**config.mk**
```make
export PLATFORM = sky130hd
export DESIGN_NAME = fdc_command_params
export DESIGN_NICKNAME = d
export VERILOG_FILES = /design/src/logic/fdc_param_pkg.sv /design/src/logic/fdc_command_params.sv
export VERILOG_INCLUDE_DIRS = /design/src /design/src/logic
export SDC_FILE = /design/constraint.sdc
export NUM_CORES = 1
export LEC_CHECK = 0
export ABC_AREA = 1
export BUFFER_PORTS_ARGS = -buffer_cell sky130_fd_sc_hd__buf_2
export CAP_MARGIN = 20
export CORE_ASPECT_RATIO = 0.75
export CORE_UTILIZATION = 40
export DETAILED_ROUTE_END_ITERATION = 10
export PLACE_DENSITY = 0.59
export SLEW_MARGIN = 10
export SYNTH_ARGS = -nofsm -noshare
export SYNTH_HDL_FRONTEND = slang
export SYNTH_SLANG_ARGS = --single-unit
export TNS_END_PERCENT = 10
```
**constraint.sdc**
```tcl
create_clock -name mclk -period 7.58 [get_ports mclk]
set_clock_uncertainty 0.05 [all_clocks]
set_input_delay 1.516 -clock mclk [delete_from_list [all_inputs] [get_ports mclk]]
set_output_delay 1.516 -clock mclk [all_outputs]
set_load 0.02 [all_outputs]
```
**src/logic/fdc_param_defines.svh**
```systemverilog
`ifndef FDC_PARAM_DEFINES_SVH
`define FDC_PARAM_DEFINES_SVH
// Register byte addresses
`define A_CTRL      8'h00
`define A_GEOM      8'h04
`define A_SEEK      8'h08
`define A_CFG       8'h0C
`define A_STATUS    8'h10
`define A_RESULT    8'h14
`define A_DATA      8'h18
// CTRL fields
`define CTRL_OP     2:0
`define CTRL_NODMA  3
`define CTRL_SKIP   4
`define CTRL_COUNT  5
`define CTRL_GO     31
// GEOM fields
`define GEOM_N      2:0
`define GEOM_SHORT  15:8
`define GEOM_R      23:16
`define GEOM_TRACK  31:24
// SEEK fields
`define SEEK_TARGET 7:0
`define SEEK_OFFSET 15:8
`define SEEK_DIR    16
// CFG fields
`define CFG_STEP    3:0
`define CFG_POLL    4
`define CFG_EARLY_WE 5
`define CFG_PERP    11:8
`define CFG_PERMIT  12
`define CFG_PRE     23:16
// Bus responses
`define RESP_OKAY   2'h0
`define RESP_SLVERR 2'h2
// Sizes and timing
`define SECT_BASE   16'h0080
`define N_MAX       3'h7
`define STEP_TOP    5'h10
`define MCLK_NS     8
`define STEP_UNIT_NS 500000
`endif

```
**src/logic/fdc_param_pkg.sv**
```systemverilog
package fdc_param_pkg;
   typedef enum logic [2:0] {
      OP_READ, OP_READ_DEL, OP_WRITE, OP_FORMAT,
      OP_VERIFY, OP_SEEK_ABS, OP_SEEK_REL, OP_SENSE
   } op_t;
   typedef enum {S_IDLE, S_SEEK, S_SECT, S_BYTES, S_DONE} state_t;
endpackage

```
**src/logic/fdc_command_params.sv**
```systemverilog
// Functional notes
// - Size code zero: 128-byte sector, bytes moved set by short_sector_length.
// - Nonzero code: size is 128 shifted left by code, codes up to 7.
// - no_dma_flag 1: every data byte raises a host interrupt.
// - no_dma_flag 0: every byte raises dma_request, served by dma_acknowledge_n.
// - Perpendicular bits 3:0 change only when overwrite_permit in same write.
// - Sense-interrupt result holds the current cylinder.
// - Poll disable set stops drive polling; clear lets it run.
// - Precompensation applies from precomp_start_track 00..FF onward.
// - Multi-sector transfers start at the given first sector.
// - Relative seek moves by offset from current cylinder.
// - Absolute seek steps to target_cylinder.
// - Format initialises exactly track_sectors sectors.
// - Verify with verify_by_count covers track_sectors sectors.
// - Bypass on read skips sectors with deleted mark.
// - Bypass on read-deleted accesses only deleted-mark sectors.
// - Bypass clear: no sector is skipped.
// - Step pulses spaced 0.5 to 8 ms in 0.5 ms steps.
// - Four result bytes held for reading after each command.
// - Write-gate option raises write enable early for pre-erase.
// - Size code zero on write: bytes past short length written as zero.
//
// The placing of the registers and the AXI4-Lite slave port were decided locally.
`timescale 1ns/10ps
`include "fdc_param_defines.svh"
module fdc_command_params
   import fdc_param_pkg::*;
#(
   parameter int STEP_UNIT_CYC = `STEP_UNIT_NS / `MCLK_NS
)(
   // Clock and reset
   input  wire logic        mclk,
   input  wire logic        arst_n,
   // AXI4-Lite slave
   input  wire logic [7:0]  s_axi_awaddr,
   input  wire logic        s_axi_awvalid,
   output logic             s_axi_awready,
   input  wire logic [31:0] s_axi_wdata,
   input  wire logic [3:0]  s_axi_wstrb,
   input  wire logic        s_axi_wvalid,
   output logic             s_axi_wready,
   output logic [1:0]       s_axi_bresp,
   output logic             s_axi_bvalid,
   input  wire logic        s_axi_bready,
   input  wire logic [7:0]  s_axi_araddr,
   input  wire logic        s_axi_arvalid,
   output logic             s_axi_arready,
   output logic [31:0]      s_axi_rdata,
   output logic [1:0]       s_axi_rresp,
   output logic             s_axi_rvalid,
   input  wire logic        s_axi_rready,
   // Drive sequencing side
   input  wire logic        sector_start,
   input  wire logic        deleted_mark,
   input  wire logic        byte_tick,
   output logic             step_pulse,
   output logic             step_dir,
   output logic             write_enable,
   output logic             precomp_en,
   output logic             fill_zero,
   output logic             poll_active,
   // Host transfer side
   output logic             dma_request,
   input  wire logic        dma_acknowledge_n,
   output logic             data_irq
);

   // Sector length in bytes for a size code
   function automatic logic [15:0] sect_len(input logic [2:0] n);
      sect_len = `SECT_BASE << n;
   endfunction

   // Software-written registers
   logic [31:0] ctrl_r, geom_r, seek_r, cfg_r;
   logic [3:0]  perp_r;
   // Latched command copies
   logic [2:0]  op_r, n_r;
   logic        nodma_r, skip_r, early_we_r;
   logic [7:0]  short_len_r, pre_r;
   // Execution state
   state_t      state_r;
   logic [7:0]  cyl_r, tgt_r, sect_r, left_r;
   logic [15:0] idx_r, phys_r, xfer_r;
   logic [19:0] stept_r;
   logic [31:0] result_r;
   logic        busy_r;
   // Bus state
   logic        aw_have_r, w_have_r;
   logic [7:0]  aw_addr_r;
   logic [31:0] w_data_r;
   logic        wr_fire, go;
   logic [19:0] step_cyc;
   logic        is_wr_op;

   assign wr_fire = aw_have_r && w_have_r && !s_axi_bvalid;
   assign go = wr_fire && aw_addr_r == `A_CTRL && w_data_r[`CTRL_GO] && !busy_r;
   assign is_wr_op = op_r == OP_WRITE || op_r == OP_FORMAT;
   // Step spacing: code 0 gives 8 ms, code F gives 0.5 ms
   assign step_cyc = 20'((`STEP_TOP - {1'b0, cfg_r[`CFG_STEP]}) * STEP_UNIT_CYC);

   // Write address and data accepted independently
   always_ff @(posedge mclk or negedge arst_n)
   begin
      if (!arst_n)
      begin
         aw_have_r     <= 1'b0;
         w_have_r      <= 1'b0;
         aw_addr_r     <= 8'h00;
         w_data_r      <= 32'h0;
         s_axi_awready <= 1'b0;
         s_axi_wready  <= 1'b0;
         s_axi_bvalid  <= 1'b0;
         s_axi_bresp   <= `RESP_OKAY;
      end
      else
      begin
         s_axi_awready <= !aw_have_r && !s_axi_awready && s_axi_awvalid;
         s_axi_wready  <= !w_have_r && !s_axi_wready && s_axi_wvalid;
         if (s_axi_awvalid && s_axi_awready)
         begin
            aw_have_r <= 1'b1;
            aw_addr_r <= s_axi_awaddr;
         end
         if (s_axi_wvalid && s_axi_wready)
         begin
            w_have_r <= 1'b1;
            w_data_r <= s_axi_wdata;
         end
         if (wr_fire)
         begin
            aw_have_r    <= 1'b0;
            w_have_r     <= 1'b0;
            s_axi_bvalid <= 1'b1;
            s_axi_bresp  <= (aw_addr_r <= `A_DATA && aw_addr_r[1:0] == 2'h0) ?
                            `RESP_OKAY : `RESP_SLVERR;
         end
         else if (s_axi_bready)
            s_axi_bvalid <= 1'b0;
      end
   end

   // Register writes; strobes ignored for brevity of full-word fields
   always_ff @(posedge mclk or negedge arst_n)
   begin
      if (!arst_n)
      begin
         ctrl_r <= 32'h0;
         geom_r <= 32'h0;
         seek_r <= 32'h0;
         cfg_r  <= 32'h0;
         perp_r <= 4'h0;
      end
      else if (wr_fire)
      begin
         unique case (aw_addr_r)
            `A_CTRL: ctrl_r <= w_data_r;
            `A_GEOM: geom_r <= w_data_r;
            `A_SEEK: seek_r <= w_data_r;
            `A_CFG:
            begin
               cfg_r <= w_data_r;
               if (w_data_r[`CFG_PERMIT])
                  perp_r <= w_data_r[`CFG_PERP];
            end
            default: ;
         endcase
      end
   end

   // Read channel; reading DATA services a per-byte interrupt
   always_ff @(posedge mclk or negedge arst_n)
   begin
      if (!arst_n)
      begin
         s_axi_arready <= 1'b0;
         s_axi_rvalid  <= 1'b0;
         s_axi_rdata   <= 32'h0;
         s_axi_rresp   <= `RESP_OKAY;
      end
      else
      begin
         s_axi_arready <= !s_axi_rvalid && !s_axi_arready && s_axi_arvalid;
         if (s_axi_arvalid && s_axi_arready)
         begin
            s_axi_rvalid <= 1'b1;
            s_axi_rresp  <= `RESP_OKAY;
            unique case (s_axi_araddr)
               `A_CTRL:   s_axi_rdata <= {1'b0, ctrl_r[30:0]};
               `A_GEOM:   s_axi_rdata <= geom_r;
               `A_SEEK:   s_axi_rdata <= seek_r;
               `A_CFG:    s_axi_rdata <= {cfg_r[31:12], perp_r, cfg_r[7:0]};
               `A_STATUS: s_axi_rdata <= {8'h00, sect_r, cyl_r, 7'h00, busy_r};
               `A_RESULT: s_axi_rdata <= result_r;
               `A_DATA:   s_axi_rdata <= {16'h0000, idx_r};
               default:
               begin
                  s_axi_rdata <= 32'h0;
                  s_axi_rresp <= `RESP_SLVERR;
               end
            endcase
         end
         else if (s_axi_rready)
            s_axi_rvalid <= 1'b0;
      end
   end

   // Parameters frozen when a command starts
   always_ff @(posedge mclk or negedge arst_n)
   begin
      if (!arst_n)
      begin
         op_r    <= 3'h0;
         n_r     <= 3'h0;
         nodma_r <= 1'b0;
         skip_r  <= 1'b0;
         early_we_r  <= 1'b0;
         short_len_r <= 8'h00;
         pre_r   <= 8'h00;
      end
      else if (go)
      begin
         op_r    <= w_data_r[`CTRL_OP];
         nodma_r <= w_data_r[`CTRL_NODMA];
         skip_r  <= w_data_r[`CTRL_SKIP];
         n_r     <= geom_r[`GEOM_N];
         short_len_r <= geom_r[`GEOM_SHORT];
         pre_r   <= cfg_r[`CFG_PRE];
         early_we_r  <= cfg_r[`CFG_EARLY_WE];
      end
   end

   // Command sequencer
   always_ff @(posedge mclk or negedge arst_n)
   begin
      if (!arst_n)
      begin
         state_r    <= S_IDLE;
         busy_r     <= 1'b0;
         cyl_r      <= 8'h00;
         tgt_r      <= 8'h00;
         sect_r     <= 8'h00;
         left_r     <= 8'h00;
         idx_r      <= 16'h0;
         phys_r     <= 16'h0;
         xfer_r     <= 16'h0;
         stept_r    <= 20'h0;
         result_r   <= 32'h0;
         step_pulse <= 1'b0;
         step_dir   <= 1'b0;
      end
      else
      begin
         step_pulse <= 1'b0;
         unique case (state_r)
            S_IDLE:
               if (go)
               begin
                  busy_r <= 1'b1;
                  sect_r <= geom_r[`GEOM_R];
                  phys_r <= sect_len(geom_r[`GEOM_N]);
                  xfer_r <= (geom_r[`GEOM_N] == 3'h0) ?
                            {8'h00, geom_r[`GEOM_SHORT]} : sect_len(geom_r[`GEOM_N]);
                  stept_r <= 20'h0;
                  unique case (op_t'(w_data_r[`CTRL_OP]))
                     OP_SEEK_ABS:
                     begin
                        tgt_r   <= seek_r[`SEEK_TARGET];
                        state_r <= S_SEEK;
                     end
                     OP_SEEK_REL:
                     begin
                        tgt_r   <= seek_r[`SEEK_DIR] ? cyl_r - seek_r[`SEEK_OFFSET] :
                                   cyl_r + seek_r[`SEEK_OFFSET];
                        state_r <= S_SEEK;
                     end
                     OP_SENSE:
                     begin
                        result_r <= {24'h0, cyl_r};
                        state_r  <= S_DONE;
                     end
                     OP_FORMAT:
                     begin
                        left_r  <= geom_r[`GEOM_TRACK];
                        state_r <= S_SECT;
                     end
                     OP_VERIFY:
                     begin
                        left_r  <= w_data_r[`CTRL_COUNT] ? geom_r[`GEOM_TRACK] : 8'h01;
                        state_r <= S_SECT;
                     end
                     default:
                     begin
                        left_r  <= geom_r[`GEOM_TRACK] - geom_r[`GEOM_R] + 8'h01;
                        state_r <= S_SECT;
                     end
                  endcase
               end
            S_SEEK:
               if (cyl_r == tgt_r)
               begin
                  result_r <= {24'h0, cyl_r};
                  state_r  <= S_DONE;
               end
               else if (stept_r >= step_cyc - 20'h1)
               begin
                  stept_r    <= 20'h0;
                  step_pulse <= 1'b1;
                  step_dir   <= tgt_r > cyl_r;
                  cyl_r      <= (tgt_r > cyl_r) ? cyl_r + 8'h01 : cyl_r - 8'h01;
               end
               else
                  stept_r <= stept_r + 20'h1;
            S_SECT:
               if (left_r == 8'h00)
                  state_r <= S_DONE;
               else if (sector_start)
               begin
                  idx_r <= 16'h0;
                  // Skip sectors that the bypass flag excludes
                  if (skip_r && ((op_r == OP_READ && deleted_mark) ||
                      (op_r == OP_READ_DEL && !deleted_mark)))
                     sect_r <= sect_r + 8'h01;
                  else
                     state_r <= S_BYTES;
               end
            S_BYTES:
               if (byte_tick)
               begin
                  idx_r <= idx_r + 16'h1;
                  if (idx_r == phys_r - 16'h1)
                  begin
                     sect_r  <= sect_r + 8'h01;
                     left_r  <= left_r - 8'h01;
                     state_r <= S_SECT;
                  end
               end
            S_DONE:
            begin
               result_r[31:8] <= {5'h00, op_r, sect_r, 8'h00};
               busy_r  <= 1'b0;
               state_r <= S_IDLE;
            end
         endcase
      end
   end

   // Per-byte host service: DMA request or interrupt
   always_ff @(posedge mclk or negedge arst_n)
   begin
      if (!arst_n)
      begin
         dma_request <= 1'b0;
         data_irq    <= 1'b0;
      end
      else
      begin
         if (state_r == S_BYTES && byte_tick && idx_r < xfer_r && op_r != OP_VERIFY &&
             op_r != OP_FORMAT)
         begin
            if (nodma_r)
               data_irq <= 1'b1;
            else
               dma_request <= 1'b1;
         end
         else
         begin
            if (!dma_acknowledge_n)
               dma_request <= 1'b0;
            if (s_axi_arvalid && s_axi_arready && s_axi_araddr == `A_DATA)
               data_irq <= 1'b0;
         end
      end
   end

   // Drive-facing levels
   always_ff @(posedge mclk or negedge arst_n)
   begin
      if (!arst_n)
      begin
         write_enable <= 1'b0;
         precomp_en   <= 1'b0;
         fill_zero    <= 1'b0;
         poll_active  <= 1'b0;
      end
      else
      begin
         write_enable <= is_wr_op && (state_r == S_BYTES ||
                         (early_we_r && state_r == S_SECT));
         precomp_en   <= is_wr_op && busy_r && cyl_r >= pre_r;
         fill_zero    <= op_r == OP_WRITE && state_r == S_BYTES &&
                         n_r == 3'h0 && idx_r >= {8'h00, short_len_r};
         poll_active  <= !cfg_r[`CFG_POLL] && state_r == S_IDLE;
      end
   end

endmodule // fdc_command_params

```
### After elaboration in Yosys (flattened, before gate mapping)

Index checks and enable logic that the tools add are counted.

| operators by class | value |
|---|---|
| add/sub/neg operators | 13 |
| div/mod/pow operators | 0 |
| eq/ne operators | 42 |
| shifts and indexed selects | 1 |
| multiplexer cells | 61 |
| magnitude comparators | 6 |
| bitwise operators | 1 |
| reductions and logical operators | 86 |
| multiply operators | 1 |

Operators with widths:

| kind | number |
|---|---|
| 2-to-1 mux 32 bit | 10 |
| case mux 32 bit (7 select lines) | 1 |
| case mux 32 bit (5 select lines) | 1 |
| equality test 32 x 3 -> 1 bit, second input constant | 3 |
| 2-to-1 mux 8 bit | 12 |
| case mux 24 bit (3 select lines) | 1 |
| equality test 32 x 2 -> 1 bit, second input constant | 2 |
| logical NOT 32 bit | 2 |
| 2-to-1 mux 16 bit | 4 |
| 2-to-1 mux 20 bit | 3 |
| case mux 8 bit (2 select lines) | 3 |
| case mux 8 bit (3 select lines) | 2 |
| case mux 20 bit (2 select lines) | 1 |
| equality test 32 x 1 -> 1 bit, second input constant | 1 |
| equality test 8 x 4 -> 1 bit, second input constant | 4 |
| multiplier 32 x 14 -> 18 bit, second input constant | 1 |
| case mux 16 bit (2 select lines) | 1 |
| logical AND 1 bit | 31 |
| adder 8 x 1 -> 8 bit, second input constant | 3 |
| equality test 8 x 5 -> 1 bit, second input constant | 3 |
| logical NOT 8 bit | 3 |
| != test 2 bit, second input constant | 11 |
| adder 20 x 1 -> 20 bit, second input constant | 1 |
| greater-or-equal comparator 20 bit | 1 |
| other kinds (42) | 106 |

| storage, ports and cells | value |
|---|---|
| bits in registers | 412 |
| latch bits | 0 |
| RAM bits | 0 |
| logic and storage cells | 255 |
| ROM bits | 0 |
| memories | 0 |
| input bits | 63 |

### Longest topological paths before layout

| depth | value |
|---|---|
| depth after elaboration | 8 |
| gate-level depth with buffers | 34 |

### Worst setup path before layout

Ideal clock, no wire load.

| path | value |
|---|---|
| path type | register -> register |
| start | reg cfg_r[0] |
| end | reg cyl_r[6] |
| data arrival time | 5.562 ns |
| buffers on the path | 2 |
| setup slack | 1.833 ns |
| cell stages (with the launch flop) | 31 |
| required time | 7.395 ns |
| setup time | 0.135 ns |
| period minus slack after synthesis | 5.747 ns |
| cell sequence | dfrtp_1 -> inv_1 -> ha_1 -> clkbuf_1 -> inv_1 -> ha_1 -> inv_1 -> xor2_1 -> fa_1 -> ha_1 -> ha_1 -> ha_1 -> ha_1 -> ha_1 -> inv_1 -> nor3_1 -> nand3_1 -> nand3_1 -> nand2_1 -> nor2_1 -> nand3_1 -> nand2_1 -> nand2_1 -> ha_1 -> a21oi_1 -> o21ai_0 -> nor2_1 -> nand3_1 -> nand2_1 -> clkbuf_1 -> o21ai_0 |

| on the way | value |
|---|---|
| longest elaborated chain between the ends | 5 |

Ends and longest elaborated chain:

| element | line | source |
|---|---|---|
| from (decl) | fdc_command_params.sv:74 | `logic [31:0] ctrl_r, geom_r, seek_r, cfg_r;` |
| from (signal assigned) | fdc_command_params.sv:161 | `cfg_r <= w_data_r;` |
| subtractor 5 x 4 -> 6 bit (no line) | - |  |
| multiplier 32 x 14 -> 18 bit | fdc_command_params.sv:99 | `` assign step_cyc = 20'((`STEP_TOP - {1'b0, cfg_r[`CFG_STEP]}) * STEP_UNIT_CYC); `` |
| subtractor 20 x 1 -> 20 bit | fdc_command_params.sv:304 | `else if (stept_r >= step_cyc - 20'h1)` |
| greater-or-equal comparator 20 bit | fdc_command_params.sv:304 |  |
| AND reduction 3 bit (no line) | - |  |
| to (signal assigned) | fdc_command_params.sv:309 | `cyl_r <= (tgt_r > cyl_r) ? cyl_r + 8'h01 : cyl_r - 8'h01;` |
| to (decl) | fdc_command_params.sv:82 | `logic [7:0] cyl_r, tgt_r, sect_r, left_r;` |

No other way between the ends.
A chain may end at the register's enable or synchronous reset.

### Final worst setup path

| path | value |
|---|---|
| start | reg cfg_r[1] |
| end | reg cyl_r[4] |

Same word-level chain as after synthesis.

==> impl_metrics.toml <==
[global_routing]
grt_max_degree = 131
antenna_found_initial = 0
track_usage_pct = 23.39
grt_pass1_vias = 16331
grt-ovfl-total = 0
grt_pass1_wl_um = 92450

[finish]
area_growth_pct = 12.15
layoutNonFillerInstCount = 3243
fill_cells = 4867
drive_gt1_share_pct = 9.830
nets = 2762

[logic_synthesis]
synthTopCellsByArea = "dfrtp_1 44%, nand2_1 13%, ha_1 7.9%"
async_flop_share_pct = 100.0
syn_area_um2 = 19910
synth_edf_count = 0
ys_types = 60
synth_most_common_cell = "nand2_1"
synth_common_cells = "668 x nand2_1, 353 x dfrtp_1, 285 x o21ai_0, 266 x inv_1, 151 x nor2_1"
synth_flop_cell = "dfrtp_1"
synth_warnings = 0
netlist.area_leader.share_pct = 44.36
ys_seq_elements = 353
netlist_instances = 2487
ys_seq_area_share_pct = 44.36
yosys.area.top_type = "dfrtp_1"
syn_avg_cell_area_um2 = 8.006

[critical_path]
setup.worst_path.class = "flip-flop to flip-flop"
worstPathArrival_ps = 6940
setup.worst_path.start_class = "flip-flop"
cp_common_cell = "ha_1"
slowest_stage = "ha_1"
crit_family = "adder cells"
cpPeakStageDelay_ps = 570
cp_data_required_time_ps = 7970
crit_buf_inv = 5
endpoint_kind = "flip-flop"
crit_path_max_fanout = 13

[pwr]
peakVddDrop_uv = 394.1
p_comb_share_pct = 57.8
intPower_w = 0.005709
power_w = 0.01100
power_switching_w = 0.005294
swShare_pct = 48.12
p_seq_share_pct = 25.0
power_density_nw_per_um2 = 492.7
cellLeakagePower_nw = 10.78
p_clk_share_pct = 17.2

[cts]
root_buffer = "clkbuf_16"
cts.clk_slew.worst_paths_ps = 70
postCtsHoldBufs = 0
clkSinkCount = 353
cts_made_buffers = 40
postCtsResizedCells = 0
cts_max_level = 2
clkLatencyLatePin_ps = 590
cts_tree = "done"
cts_buffer_depth = 3
cts_setup_buffers = 0

[sta]
tns_ps = 0
finalHoldViolations = 0
worst_pin_slew_ps = 1101
rsz0062_at_grt = "false"
min_period_ps = 6542
setup_viol = 0
clock.fmax_mhz = 152.9
worst_slack_ps = 1038
drv_slew = 0
period_share_pct = 86.31
slew_headroom_pct = 26.22

[floorplanning]
die-area_um2 = 50680
rows = 70
initial_core_util_pct = 40.67
die_h_um = 195.2
dieWidth_um = 259.6
core_area_um2 = 48960
ios = 112

[detailed_routing]
wire_per_inst_um = 17.98
drtIter0Drc = 1607
dr_total_vias = 17083
drt_wl_total_um = 58310
vias_per_cell = 5.268
ant_nets = 0
drc_errors = 0
firstDrtPassIters = 6

[placement]
port_buffers = 105
dp_slack_ps = 1043
numPlacedInstances = 3172
dpl.hpwl_um = 41940
place_congestion = 0.8759

[status]
outcome = "complete, no violations"

[worst_hold_path]
hold_class = "flip-flop to flip-flop"

[job]
cap_violations = 0
==> power by group through the flow <==
stage | Clock, W | Combinational (W) | Sequential [W]
floorplan | 0 | 0.00489 | 0.00264
global placement | 0 | 0.00620 | 0.00275
detailed placement | 0 | 0.00632 | 0.00276
CTS | 0.00194 | 0.00640 | 0.00273
global route | 0.00201 | 0.00742 | 0.00280
finish | 0.00189 | 0.00636 | 0.00275
==> metrics by stage <==
stage | util [%] | hold WS, ps | cell area (um2)
floorplan | - | 376.8 | 19920
CTS | 45.57 | 415.2 | 22310
global route | 45.61 | 428.4 | 22330
global placement | 42.93 | 394.8 | 21020
detailed placement | 42.99 | 404.5 | 21050
finish | 45.61 | 412.0 | 22330
==> layout by cell type (no fill, tap or decap), types with 18 or more instances in the layout <==
cell type / synthesis / final
o21ai_0: 285 / 285
o22ai_1: 19 / 19
ha_1: 125 / 125
dfrtp_1: 353 / 353
nand3_1: 95 / 95
clkbuf_16: 0 / 40
inv_2: 17 / 18
a21oi_1: 86 / 86
nand2_1: 668 / 664
nor3_1: 25 / 24
nand4_1: 37 / 37
buf_2: 18 / 104
xor2_1: 59 / 59
inv_1: 266 / 265
nor2_1: 151 / 151
o21ai_1: 55 / 55
==> cells by family (layout without fill, tap and decap cells) <==
group	after synthesis	after routing	synth area share (%)
DFF	353	353	44.36
buffers and inverters	372	478	7.390
other	1	3	0.01883
muxes	1	1	0.05027
adders and majority gates	132	132	8.558
xor gates and xnor gates	75	75	3.374
AOI/OAI and AO/OA	510	510	13.91
and+or+nand+nor	1043	1043	22.33
==> layout make-up <==
class                      instances  area (um2)  share of cell area, %
antenna                            1       2.502                0.01121
inverter                         290        1094                  4.897
multi-input combinational       1763        9632                  43.13
clock inverter                    14       143.9                 0.6443
timing repair buffer             119       698.2                  3.126
tap                              648       810.8                  3.631
sequential                       353        8833                  39.56
clock buffer                      55        1117                  5.003
==> final timing paths <==
| kind | from | to | slack (ps) | cells past startpoint |
|---|---|---|---|---|
| max | cfg_r[1] | cyl_r[4] | 1040 | 30 |
| min | s_axi_awready | s_axi_awready | 410 | 1 |
| max reg2reg | cfg_r[1] | cyl_r[4] | 1040 | 30 |
| max in group asynchronous | arst_n | precomp_en | 5350 | 2 |
| min reg2reg | s_axi_awready | s_axi_awready | 410 | 1 |
| min in group asynchronous | arst_n | idx_r[14] | 890 | 1 |
==> worst register-to-register path, delay by kind of cell, from the launching register on <==
| family | cells | cell delay [ps] |
|---|---|---|
| AOI/OAI and AO/OA | 4 | 440 |
| xor gates and xnor gates | 1 | 170 |
| adders and majority gates | 9 | 3130 |
| buffers and inverters | 5 | 580 |
| DFF | 1 | 440 |
| and+or+nand+nor | 11 | 1590 |
==> state kept, by name (all words and copies together), names as in the netlist, 3 cells and up <==
signal and flops:
state_r 3, aw_addr_r 8, s_axi_rdata 32, pre_r 8, perp_r 4, seek_r 32, stept_r 20, left_r 8
sect_r 8, ctrl_r 31, idx_r 16, short_len_r 8, op_r 3, geom_r 32, w_data_r 32, tgt_r 8
cyl_r 8, result_r 19, xfer_r 13, cfg_r 28, n_r 3, phys_r 8
==> metal layers <==
layer / vias up / wire [um] / global-route usage (%)
li1: 8333 / - / -
met1: 8125 / 28290 / 35.27
met2: 557 / 24530 / 33.94
met3: 68 / 4453 / 4.920
met4: 0 / 1039 / 5.490
met5: - / 0 / 0
No activity file was read; power rests on OpenSTA's default activity.
